**config.mk**
```make
export PLATFORM = sky130hd
export DESIGN_NAME = spi_status_irq
export DESIGN_NICKNAME = d
export VERILOG_FILES = /design/src/design/spi_status_pkg.sv /design/src/design/fill_counter.sv /design/src/design/sticky_flags.sv /design/src/design/spi_status_irq.sv
export VERILOG_INCLUDE_DIRS = /design/src /design/src/design
export SDC_FILE = /design/constraint.sdc
export NUM_CORES = 1
export LEC_CHECK = 0
export ABC_AREA = 0
export BUFFER_PORTS_ARGS = -buffer_cell sky130_fd_sc_hd__buf_2
export CAP_MARGIN = 30
export CORE_AREA = 2 2 153 155
export DETAILED_ROUTE_END_ITERATION = 10
export DIE_AREA = 0 0 155 157
export PLACE_DENSITY = 0.7
export SETUP_SLACK_MARGIN = 0.2
export SYNTH_ARGS = -nofsm -noshare
export SYNTH_HDL_FRONTEND = slang
export SYNTH_SLANG_ARGS = --single-unit
```
**constraint.sdc**
```tcl
create_clock -name clk_i -period 13.34 [get_ports clk_i]
set_clock_uncertainty 0.05 [all_clocks]
set_input_delay 1.334 -clock clk_i [delete_from_list [all_inputs] [get_ports clk_i]]
set_output_delay 1.334 -clock clk_i [all_outputs]
set_load 0.05 [all_outputs]
```
**src/design/spi_status_params.svh**
```systemverilog
// Offsets, field positions and reset values of the SPI status block.
// Assumes a 32-bit classic Wishbone slave port with byte addresses.
// Function
// - Manual mode: done when units reach length
// - DMA mode: done together with DMA-done
// - Descriptor mode: done after last descriptor only
// - Stop: finish current byte, then done
// - Done resets zero, cleared writing one
// - Receive byte count in bits 31:16
// - Transmit byte count in bits 15:0
// - Enables 14 and 12 gate rx request/full
// - Enable 13 gates rx empty, resets one
// - Enables 10, 9, 8 gate tx sources
// - Enables 4, 3, 2 gate error sources
// - Enables 1 and 0 gate DMA, done
// - Rx request when count >= rx trigger, trigger nonzero
// - Tx request when count <= tx trigger, trigger nonzero
// - Tx port write adds size; full overflows
// - Rx port read subtracts; empty underflows
`ifndef SPI_STATUS_PARAMS_SVH
`define SPI_STATUS_PARAMS_SVH
`define OFF_CONTROL 8'h00
`define OFF_STATUS 8'h10
`define OFF_COUNTS 8'h14
`define OFF_ENABLES 8'h18
`define OFF_TRIGGERS 8'h1C
`define OFF_TX_PORT 8'h20
`define OFF_RX_PORT 8'h24
`define BIT_DONE 0
`define BIT_DMA 1
`define BIT_TX_ERR 2
`define BIT_RX_ERR 3
`define BIT_PROG_ERR 4
`define BIT_TX_FULL 8
`define BIT_TX_EMPTY 9
`define BIT_TX_REQ 10
`define BIT_RX_FULL 12
`define BIT_RX_EMPTY 13
`define BIT_RX_REQ 14
`define CTL_STOP 0
`define CTL_DMA_EN 1
`define CTL_DESC_EN 2
`define ENABLES_RESET 32'h0000_2000
`define ENABLES_MASK 32'h0000_771F
`define TRIGGERS_RESET 32'h0000_0000
`define CONTROL_RESET 32'h0000_0000
`endif

```
**src/design/spi_status_pkg.sv**
```systemverilog
// Types shared by the SPI status block.
// Assumes nothing of its surroundings.
package spi_status_pkg;
  typedef enum logic [1:0] {
    ST_IDLE = 2'b00,
    ST_RUN = 2'b01,
    ST_STOP = 2'b11
  } xfer_state_t;
  typedef logic [2:0] access_size_t;
endpackage

```
**src/design/fill_counter.sv**
```systemverilog
// Byte occupancy counter of one data buffer.
// Assumes the adding and taking sides present amounts of 1, 2 or 4 bytes.
`timescale 1ns/1ps
module fill_counter #(
  parameter int CW = 16,
  parameter int DEPTH = 8
) (
  input wire logic clk_i,
  input wire logic rst_i,
  input wire logic add_en_i,
  input wire spi_status_pkg::access_size_t add_amt_i,
  input wire logic sub_en_i,
  input wire spi_status_pkg::access_size_t sub_amt_i,
  output logic [CW-1:0] count_o,
  output logic full_o,
  output logic empty_o,
  output logic over_o,
  output logic under_o
);
  localparam logic [CW:0] DEPTH_W = (CW+1)'(DEPTH);
  logic [CW:0] count_q;
  logic [CW:0] count_d;
  logic add_ok;
  logic sub_ok;
  // Refused accesses leave the count untouched
  assign add_ok = add_en_i && (count_q + (CW+1)'(add_amt_i) <= DEPTH_W);
  assign sub_ok = sub_en_i && (count_q >= (CW+1)'(sub_amt_i));
  assign over_o = add_en_i && !add_ok;
  assign under_o = sub_en_i && !sub_ok;
  always_comb begin
    count_d = count_q;
    if (add_ok) begin
      count_d = count_d + (CW+1)'(add_amt_i);
    end
    if (sub_ok) begin
      count_d = count_d - (CW+1)'(sub_amt_i);
    end
  end
  always_ff @(posedge clk_i) begin
    if (rst_i) begin
      count_q <= '0;
    end else begin
      count_q <= count_d;
    end
  end
  assign count_o = count_q[CW-1:0];
  assign full_o = (count_q == DEPTH_W);
  assign empty_o = (count_q == '0);
endmodule // fill_counter

```
**src/design/sticky_flags.sv**
```systemverilog
// Sticky event flags, set by hardware and cleared by writing one.
// Assumes set and clear are one-cycle pulses in the same clock.
`timescale 1ns/1ps
module sticky_flags #(
  parameter int W = 5
) (
  input wire logic clk_i,
  input wire logic rst_i,
  input wire logic [W-1:0] set_i,
  input wire logic [W-1:0] clr_i,
  output logic [W-1:0] flag_o
);
  for (genvar i = 0; i < W; i++) begin : g_flag
    // Set beats a clear in the same cycle so no event is lost
    always_ff @(posedge clk_i) begin
      if (rst_i) begin
        flag_o[i] <= 1'b0;
      end else begin
        flag_o[i] <= set_i[i] | (flag_o[i] & ~clr_i[i]);
      end
    end
  end
endmodule // sticky_flags

```
**src/design/spi_status_irq.sv**
```systemverilog
// Status, buffer counts, watermarks and interrupt of the SPI master.
// Assumes the shift engine gives byte and unit pulses on this clock.
`timescale 1ns/1ps
`include "spi_status_params.svh"
module spi_status_irq #(
  parameter int TX_DEPTH = 8,
  parameter int RX_DEPTH = 8
) (
  input wire logic clk_i,
  input wire logic rst_i,
  input wire logic wb_cyc_i,
  input wire logic wb_stb_i,
  input wire logic wb_we_i,
  input wire logic [7:0] wb_adr_i,
  input wire logic [3:0] wb_sel_i,
  input wire logic [31:0] wb_dat_i,
  output logic [31:0] wb_dat_o,
  output logic wb_ack_o,
  input wire logic start_i,
  input wire logic unit_done_i,
  input wire logic byte_end_i,
  input wire logic dma_done_i,
  input wire logic desc_done_i,
  input wire logic desc_last_i,
  input wire logic prog_err_i,
  input wire logic tx_pop_i,
  input wire logic rx_push_i,
  input wire logic [7:0] rx_data_i,
  output logic [31:0] tx_data_o,
  output logic [2:0] tx_size_o,
  output logic tx_wr_o,
  output logic rx_rd_o,
  output logic stop_req_o,
  output logic dma_en_o,
  output logic desc_en_o,
  output logic irq_o
);
  localparam int NS = 5;

  function automatic logic hit(input logic [7:0] a, input logic [7:0] off);
    hit = (a == off);
  endfunction

  function automatic spi_status_pkg::access_size_t size_of(input logic [3:0] s);
    case (s)
      4'hF: size_of = 3'h4;
      4'h3: size_of = 3'h2;
      default: size_of = 3'h1;
    endcase
  endfunction

  logic req;
  logic ack_q;
  logic wr_go;
  logic rd_go;
  logic [31:0] dat_q;
  logic [31:0] ctl_q;
  logic [31:0] en_q;
  logic [31:0] trig_q;
  logic [31:0] tx_data_q;
  logic [2:0] tx_size_q;
  logic tx_wr_q;
  logic rx_rd_q;
  logic [15:0] units_q;
  spi_status_pkg::xfer_state_t state_q;
  spi_status_pkg::xfer_state_t state_d;
  logic manual;
  logic dma_mode;
  logic desc_mode;
  logic len_hit;
  logic stop_done;
  logic done_evt;
  logic [15:0] tx_cnt;
  logic [15:0] rx_cnt;
  logic tx_full;
  logic tx_empty;
  logic rx_full;
  logic rx_empty;
  logic tx_over;
  logic rx_under;
  logic tx_req;
  logic rx_req;
  logic [NS-1:0] sticky_set;
  logic [NS-1:0] sticky_clr;
  logic [NS-1:0] sticky;
  logic [31:0] status;
  logic [31:0] rd_mux;
  logic tx_port_wr;
  logic rx_port_rd;

  // Classic Wishbone: ack one cycle after request, effects at ack edge
  assign req = wb_cyc_i && wb_stb_i;
  assign wr_go = req && ack_q && wb_we_i;
  assign rd_go = req && ack_q && !wb_we_i;
  assign tx_port_wr = wr_go && hit(wb_adr_i, `OFF_TX_PORT);
  assign rx_port_rd = rd_go && hit(wb_adr_i, `OFF_RX_PORT);

  always_ff @(posedge clk_i) begin
    if (rst_i) begin
      ack_q <= 1'b0;
    end else begin
      ack_q <= req && !ack_q;
    end
  end

  always_comb begin
    rd_mux = 32'h0000_0000;
    if (hit(wb_adr_i, `OFF_CONTROL)) begin
      rd_mux = ctl_q;
    end else if (hit(wb_adr_i, `OFF_STATUS)) begin
      rd_mux = status;
    end else if (hit(wb_adr_i, `OFF_COUNTS)) begin
      rd_mux = {rx_cnt, tx_cnt};
    end else if (hit(wb_adr_i, `OFF_ENABLES)) begin
      rd_mux = en_q;
    end else if (hit(wb_adr_i, `OFF_TRIGGERS)) begin
      rd_mux = trig_q;
    end else if (hit(wb_adr_i, `OFF_RX_PORT)) begin
      rd_mux = {24'h00_0000, rx_data_i};
    end
  end

  // Read data captured in the request cycle, held through ack
  always_ff @(posedge clk_i) begin
    if (rst_i) begin
      dat_q <= 32'h0000_0000;
    end else if (req && !ack_q && !wb_we_i) begin
      dat_q <= rd_mux;
    end
  end

  // Control: stop self-clears once the stop has been honoured
  always_ff @(posedge clk_i) begin
    if (rst_i) begin
      ctl_q <= `CONTROL_RESET;
    end else if (wr_go && hit(wb_adr_i, `OFF_CONTROL)) begin
      ctl_q <= wb_dat_i;
    end else if (stop_done) begin
      ctl_q[`CTL_STOP] <= 1'b0;
    end
  end

  always_ff @(posedge clk_i) begin
    if (rst_i) begin
      en_q <= `ENABLES_RESET;
    end else if (wr_go && hit(wb_adr_i, `OFF_ENABLES)) begin
      en_q <= wb_dat_i & `ENABLES_MASK;
    end
  end

  always_ff @(posedge clk_i) begin
    if (rst_i) begin
      trig_q <= `TRIGGERS_RESET;
    end else if (wr_go && hit(wb_adr_i, `OFF_TRIGGERS)) begin
      trig_q <= wb_dat_i;
    end
  end

  // Transmit port: data handed to the buffer with its access size
  always_ff @(posedge clk_i) begin
    if (rst_i) begin
      tx_data_q <= 32'h0000_0000;
      tx_size_q <= 3'h0;
      tx_wr_q <= 1'b0;
      rx_rd_q <= 1'b0;
    end else begin
      tx_wr_q <= tx_port_wr && !tx_over;
      rx_rd_q <= rx_port_rd && !rx_under;
      if (tx_port_wr) begin
        tx_data_q <= wb_dat_i;
        tx_size_q <= size_of(wb_sel_i);
      end
    end
  end

  fill_counter #(
    .CW(16),
    .DEPTH(TX_DEPTH)
  ) u_tx_count (
    .clk_i(clk_i),
    .rst_i(rst_i),
    .add_en_i(tx_port_wr),
    .add_amt_i(size_of(wb_sel_i)),
    .sub_en_i(tx_pop_i),
    .sub_amt_i(3'h1),
    .count_o(tx_cnt),
    .full_o(tx_full),
    .empty_o(tx_empty),
    .over_o(tx_over),
    .under_o()
  );

  fill_counter #(
    .CW(16),
    .DEPTH(RX_DEPTH)
  ) u_rx_count (
    .clk_i(clk_i),
    .rst_i(rst_i),
    .add_en_i(rx_push_i),
    .add_amt_i(3'h1),
    .sub_en_i(rx_port_rd),
    .sub_amt_i(size_of(wb_sel_i)),
    .count_o(rx_cnt),
    .full_o(rx_full),
    .empty_o(rx_empty),
    .over_o(),
    .under_o(rx_under)
  );

  // Watermarks; a zero trigger keeps the request low
  assign rx_req = (trig_q[31:16] != 16'h0000) && (rx_cnt >= trig_q[31:16]);
  assign tx_req = (trig_q[15:0] != 16'h0000) && (tx_cnt <= trig_q[15:0]);

  // Mode decode
  assign dma_mode = ctl_q[`CTL_DMA_EN] && !ctl_q[`CTL_DESC_EN];
  assign desc_mode = ctl_q[`CTL_DESC_EN];
  assign manual = !ctl_q[`CTL_DMA_EN] && !ctl_q[`CTL_DESC_EN];
  // Length zero means endless, so it never completes on count
  assign len_hit = manual && (state_q == spi_status_pkg::ST_RUN) && unit_done_i
    && (ctl_q[31:16] != 16'h0000) && (units_q + 16'h0001 == ctl_q[31:16]);

  always_ff @(posedge clk_i) begin
    if (rst_i) begin
      units_q <= 16'h0000;
    end else if (start_i || state_q == spi_status_pkg::ST_IDLE) begin
      units_q <= 16'h0000;
    end else if (unit_done_i) begin
      units_q <= units_q + 16'h0001;
    end
  end

  // Stop waits for the byte in flight to finish
  always_comb begin
    state_d = state_q;
    stop_done = 1'b0;
    case (state_q)
      spi_status_pkg::ST_IDLE: begin
        if (ctl_q[`CTL_STOP]) begin
          stop_done = 1'b1;
        end else if (start_i) begin
          state_d = spi_status_pkg::ST_RUN;
        end
      end
      spi_status_pkg::ST_RUN: begin
        if (len_hit) begin
          state_d = spi_status_pkg::ST_IDLE;
        end else if (ctl_q[`CTL_STOP]) begin
          state_d = spi_status_pkg::ST_STOP;
        end
      end
      spi_status_pkg::ST_STOP: begin
        if (byte_end_i) begin
          stop_done = 1'b1;
          state_d = spi_status_pkg::ST_IDLE;
        end
      end
      default: begin
        state_d = spi_status_pkg::ST_IDLE;
      end
    endcase
  end

  always_ff @(posedge clk_i) begin
    if (rst_i) begin
      state_q <= spi_status_pkg::ST_IDLE;
    end else begin
      state_q <= state_d;
    end
  end

  // Intermediate descriptors raise DMA-done only, not transfer-done
  assign done_evt = len_hit || stop_done
    || (dma_mode && dma_done_i)
    || (desc_mode && desc_done_i && desc_last_i);

  assign sticky_set[`BIT_DONE] = done_evt;
  assign sticky_set[`BIT_DMA] = dma_done_i;
  assign sticky_set[`BIT_TX_ERR] = tx_over;
  assign sticky_set[`BIT_RX_ERR] = rx_under;
  assign sticky_set[`BIT_PROG_ERR] = prog_err_i;
  // Write one clears; reading leaves the flags alone
  assign sticky_clr = (wr_go && hit(wb_adr_i, `OFF_STATUS)) ? wb_dat_i[NS-1:0] : '0;

  sticky_flags #(
    .W(NS)
  ) u_sticky (
    .clk_i(clk_i),
    .rst_i(rst_i),
    .set_i(sticky_set),
    .clr_i(sticky_clr),
    .flag_o(sticky)
  );

  always_comb begin
    status = 32'h0000_0000;
    status[NS-1:0] = sticky;
    status[`BIT_TX_FULL] = tx_full;
    status[`BIT_TX_EMPTY] = tx_empty;
    status[`BIT_TX_REQ] = tx_req;
    status[`BIT_RX_FULL] = rx_full;
    status[`BIT_RX_EMPTY] = rx_empty;
    status[`BIT_RX_REQ] = rx_req;
  end

  // Level interrupt; levels such as rx empty follow the buffer live
  always_ff @(posedge clk_i) begin
    if (rst_i) begin
      irq_o <= 1'b0;
    end else begin
      irq_o <= |(status & en_q);
    end
  end

  assign wb_ack_o = ack_q;
  assign wb_dat_o = dat_q;
  assign tx_data_o = tx_data_q;
  assign tx_size_o = tx_size_q;
  assign tx_wr_o = tx_wr_q;
  assign rx_rd_o = rx_rd_q;
  assign stop_req_o = ctl_q[`CTL_STOP];
  assign dma_en_o = ctl_q[`CTL_DMA_EN];
  assign desc_en_o = ctl_q[`CTL_DESC_EN];
endmodule // spi_status_irq

```
Word-level counts from Yosys, hierarchy flattened --
Index checks and enable logic that the tools add are counted.
Cells by class: eq/ne operators 17, reductions and logical operators 54, magnitude comparators 6, bitwise operators 16, multiply operators 0, shift-type cells 0, add/subtract/negate cells 5, muxes and demuxes 23, div/mod/pow operators 0
Operator list (number):
- 2-to-1 mux 32 bit | 5
- 2-to-1 mux 17 bit | 4
- nonzero test 16 bit | 3
- equality test 17 x 4 -> 1 bit, second input constant | 2
- <= comparator 17 x 4 -> 1 bit, second input constant | 2
- zero test 17 bit | 2
- equality test 8 x 5 -> 1 bit, second input constant | 4
- OR reduction 32 bit | 1
- logical AND 1 bit | 31
- adder 17 x 1 -> 17 bit, second input constant | 1
- adder 17 x 3 -> 17 bit | 1
- greater-or-equal comparator 17 x 1 -> 1 bit, second input constant | 1
- greater-or-equal comparator 17 x 3 -> 1 bit | 1
- subtractor 17 x 1 -> 17 bit, second input constant | 1
- subtractor 17 x 3 -> 17 bit | 1
- adder 16 x 1 -> 16 bit, second input constant | 1
- equality test 16 bit | 1
- equality test 8 x 6 -> 1 bit, second input constant | 2
- greater-or-equal comparator 16 bit | 1
- <= comparator 16 bit | 1
- AND 15 bit | 1
- 2-to-1 mux 2 bit | 5
- zero test 1 bit | 8
- zero test 8 bit | 1
- 20 further kinds | 40
Storage, ports and cells: memories 0, output and inout port bits 74, word-level logic and storage cells 141, bits in writable memories 0, latch bits 0, ROM bits 0, flip-flop bits (word level) 203, bits of input ports 66

Longest topological paths before layout --
word-level depth 10, gate-level depth with buffers 20, depth with buffers taken out 19

Modules after synthesis --
Synthesis repeated with hierarchy kept, for this count alone.
Second synthesis, totals: cells, all modules 1545, area total of the unflattened synthesis 11970.2 um^2
Modules (own cells, without submodules):
- spi_status_irq | sequential area each 3283.1 um^2, instances 1, area each 8224.1 um^2, cells an instance 1077
- fill_counter at u_rx_count | sequential area each 340.3 um^2, instances 1, area each 1785.5 um^2, cells an instance 232
- fill_counter at u_tx_count | sequential area each 340.3 um^2, instances 1, area each 1785.5 um^2, cells an instance 216
- sticky_flags | sequential area each 100.1 um^2, instances 1, area each 175.2 um^2, cells an instance 20

Least setup slack after synthesis --
OpenSTA, ideal clock, no wires.
path type input -> register, from input wb_sel_i[3], to register u_tx_count.count_q[8], path buffers 1, stages 18, path slack 7813 ps, data required time 13216 ps, arrival time 5402 ps, setup time 74 ps, cells stage by stage nor3_1 nor2_1 ha_1 fa_1 a21o_1 a311o_1 a2111oi_4 o221ai_2 nor3_4 nor2_1 a21oi_1 ha_1 nand3b_1 nor4_1 or2_0 buf_2 o211ai_1 a31oi_1
On the way: cells in the longest elaborated chain, start to end 8, elaborated cells between the ends (all ways) 9, classes of those cells add/sub (2); order compare (1); eq/ne (2); mux (3); reduce/logical (1)
RTL lines:
- start: declaration | RTL line spi_status_irq.sv:15 | input wire logic [3:0] wb_sel_i,
- equality test 4 x 2 -> 1 bit or equality test 4 bit (tied branches)
- one-hot mux 3 bit (2 select lines) *
- net u_rx_count.sub_amt_i[0] | RTL line fill_counter.sv:13 | input wire spi_status_pkg::access_size_t sub_amt_i,
- adder 17 x 3 -> 17 bit * | RTL line fill_counter.sv:26, fill_counter.sv:33
- <= comparator 17 x 4 -> 1 bit | RTL line fill_counter.sv:26 | assign add_ok = add_en_i && (count_q + (CW+1)'(add_amt_i) <= DEPTH_W);
- logical AND 1 bit | RTL line fill_counter.sv:26
- 2-to-1 mux 17 bit * | RTL line fill_counter.sv:32 | if (add_ok) begin
- subtractor 17 x 1 -> 17 bit | RTL line fill_counter.sv:36 | count_d = count_d - (CW+1)'(sub_amt_i);
- 2-to-1 mux 17 bit * | RTL line fill_counter.sv:35 | if (sub_ok) begin
- end signal: assignment | RTL line fill_counter.sv:43 | count_q <= count_d;
- end: declaration | RTL line fill_counter.sv:21 | logic [CW:0] count_q;
The timed path passes the listed nets; every way through them passes the cells marked *. A chain may end at the register's enable or synchronous reset.

Final worst setup path --
Same ends and word-level chain as after synthesis.

==> results.py <==
metrics = {
    "yosys": {
        "ys_ff_latch": 203,
        "synth_top_area_share_pct": 36.3,
        "ys_top_cells_by_area": "dfxtp_1, nand2_1, a21oi_1",
        "syn_area_per_cell_sq_um": 7.69,
        "syn_area_sq_um": 11200,
        "netlist_instances": 1458,
        "synth-seq-area-share_pct": 36.3,
        "synth_flop_cell": "dfxtp_1",
        "postSynthNetCount": 1575,
        "yosysWarnings": 0,
        "async_flop_share_pct": 0,
        "synth.largest_area_cell": "dfxtp_1",
        "synth_edf_count": 0,
        "ys_types": 83,
    },
    "timing": {
        "finalHoldViolCount": 0,
        "setup_viol": 0,
        "grt_setup_unrepaired": "false",
        "relSlewSlack_pct": 23.0,
        "worstMarginPinSlew_ns": 1.13,
        "drv_slew": 0,
        "whs_ns": 0.396,
        "finalCritPeriodShare_pct": 44.9,
        "fmax_ghz": 0.167,
        "setup_tns_ns": 0,
        "layout_min_cycle_time_ns": 5.99,
    },
    "floorplanning": {
        "ios": 140,
        "die_y_um": 157,
        "die_area_sq_um": 24300,
        "initial_core_util_pct": 49.8,
        "core_sq_um": 22500,
        "rows": 55,
        "die_w_um": 155,
    },
    "cts": {
        "cts_setup_buffers": 0,
        "cts_tree": "yes",
        "h-tree-depth": 1,
        "path_clk_slew_ns": 0.06,
        "root_buffer": "clkbuf_16",
        "cts_made_buffers": 23,
        "post_cts_resized": 0,
        "holdBufCountCts": 0,
        "clock_sink_count": 203,
        "clock_path_buffers": 3,
        "clkLatencyLatePin_ns": 0.53,
    },
    "job": {
        "cap_violations": 0,
    },
    "critical_path": {
        "cp.required_ns": 13.73,
        "reg2regPathDepth": 15,
        "path_cells": "buf_2 > nor3_1 > nor2_1 > ha_1 > fa_1 > a21o_1 > a311o_1 > a2111oi_4 > o221ai_2 > nor3_4 > nor2_1 > a21oi_1 > ha_1 > nand3b_1 > nor4_1 > or2_0 > o211ai_1 > a31oi_1",
        "worst-path-buf-inv": 1,
        "crit_cells": 18,
        "crit_fanout": 10,
        "cp_slowest_stage_delay_ns": 0.61,
        "criticalPathCategory": "input port to register",
        "reg2reg_slack_ns": 8.57,
        "slowest_stage": "nor3_1",
        "crit_family": "simple AND/OR/NAND/NOR gates",
        "crit_arrival_ns": 6.38,
        "endpoint_kind": "register",
        "crit_path_start_kind": "input port",
    },
    "final_layout": {
        "layout-drive-gt1-share_pct": 14.3,
        "regArea_sq_um": 4060,
        "num_antenna_cells": 0,
        "filler_cell_count": 2122,
        "area_growth_pct": 14.4,
        "final_nets": 1652,
        "multi_input_area_sq_um": 6570,
    },
    "hold_path": {
        "holdPathStages": 2,
        "min_path_type": "register to register",
    },
    "status": {
        "outcome": "finished clean",
    },
    "detailed_routing": {
        "dr.pass1.iters": 7,
        "vias": 11100,
        "routed_wl_mm": 34.6,
        "drc": 0,
        "antenna_left": 0,
        "drt_iter0_markers": 1069,
        "wl_per_cell_um": 18.9,
        "viasPerCell": 6.05,
    },
    "power_and_ir_drop": {
        "p_per_area_nw_per_um2": 140,
        "power.leakage_nw": 4.78,
        "irDropWorstVdd_uv": 75.7,
    },
    "place": {
        "place.gp.congestion": 0.954,
        "portBuffers": 139,
        "post-dp-hpwl_mm": 25.1,
    },
    "grt": {
        "grt_pass1_wl_mm": 55.3,
        "grt_pass1_vias": 10200,
        "grt_overflow_total": 0,
        "antenna_found_initial": 0,
        "grt_usage_pct": 28.2,
        "grt_max_degree": 64,
    },
}
area by class of cell:
cell class	count	share of cell area, %
clock inverter	9	1.25
multi-input combinational	1102	51.3
tap	285	2.78
inverter	53	1.55
timing repair buffer	152	6.38
clock buffer	32	5.07
sequential	203	31.7
worst min-delay path: stages (launching register included):
cell and delay (ns):
dfxtp_1 0.30, nand2_1 0.05, a21oi_1 0.05
layer usage:
metal / up-vias / track usage, % / wire length, um
met5: - / 0 / 0
met4: 0 / 6.66 / 845
met3: 65 / 3.83 / 3190
met2: 480 / 43.8 / 15100
met1: 5228 / 41.4 / 15500
li1: 5330 / - / -
synthesized netlist by cell type, drive strengths merged, types with 7 or more instances:
master / number
xor2: 26
ha: 49
nand2b: 8
a21o: 19
a31oi: 11
nor4: 26
and3: 13
nand3: 32
and4: 7
or4: 7
xnor2: 27
nand4: 19
o21a: 12
clkbuf: 86
nor2: 106
dfxtp: 203
or3: 19
inv: 52
nor3: 36
a211oi: 25
o211ai: 9
a21oi: 168
nand2: 281
buf: 14
o21ai: 71
or2: 7
a222oi: 25
mux2i: 13
path summary, 6_finish.rpt:
| path | end | startpoint |
|---|---|---|
| max | u_tx_count.count_q[8] | wb_sel_i[3] |
| min | tx_data_o[8] | tx_data_o[8] |
| max reg2reg | u_tx_count.count_q[8] | u_tx_count.count_q[0] |
| min reg2reg | tx_data_o[8] | tx_data_o[8] |
cell families after synthesis:
family,share of synthesized area (%)
AO/OA/AOI/OAI,22.4
XOR/XNOR,4.14
adder cells (fa/ha/maj),5.83
buffers and inverters,5.36
flip-flops,36.3
multiplexers,1.66
AND/OR/NAND/NOR,24.3
cell usage in the layout, fill, tap and decap left out, types with 17 or more instances in the layout:
cell       instances
nand3_1           31
nand2_1          281
a21o_1            19
clkbuf_16         23
ha_1              49
a211oi_1          25
or3_1             17
o21ai_0           71
buf_2            139
dfxtp_1          203
xor2_1            26
nor3_1            31
nor2_1           105
a222oi_1          25
xnor2_1           27
nand4_1           18
inv_1             52
nor4_1            26
a21oi_1          167
registers in the layout, indices dropped and copies added, names as in the netlist:
signal              count
ctl_q                  32
en_q                   11
irq_o                   1
rx_rd_o                 1
state_q                 2
trig_q                 32
tx_data_o              32
tx_size_o               3
tx_wr_o                 1
u_rx_count.count_q     17
u_sticky.flag_o         5
u_tx_count.count_q     17
units_q                16
wb_ack_o                1
wb_dat_o               32
where the power goes:
part / total, mW / switching (mW) / internal [mW]
combinational: 0.416 / 0.246 / 0.170
clock: 0.675 / 0.257 / 0.419
sequential: 0.707 / 0.0741 / 0.633
total: 1.80 / 0.577 / 1.22
metrics by stage:
| stage | util (%) | worst slack [ns] | instance area [sq um] | total power [mW] | std cells |
|---|---|---|---|---|---|
| after detailed placement | 53.3 | 6.94 | 12000 | 1.12 | 1795 |
| final | 56.9 | 7.35 | 12800 | 1.80 | 1836 |
| after global routing | 56.9 | 6.90 | 12800 | 1.89 | 1836 |
| after global placement | 53.2 | 7.14 | 12000 | 1.12 | 1792 |
| after CTS | 56.9 | 7.47 | 12800 | 1.79 | 1836 |
| after floorplan | - | 7.81 | 11200 | 1.02 | 1458 |
Power figures use the tool's default switching activity.
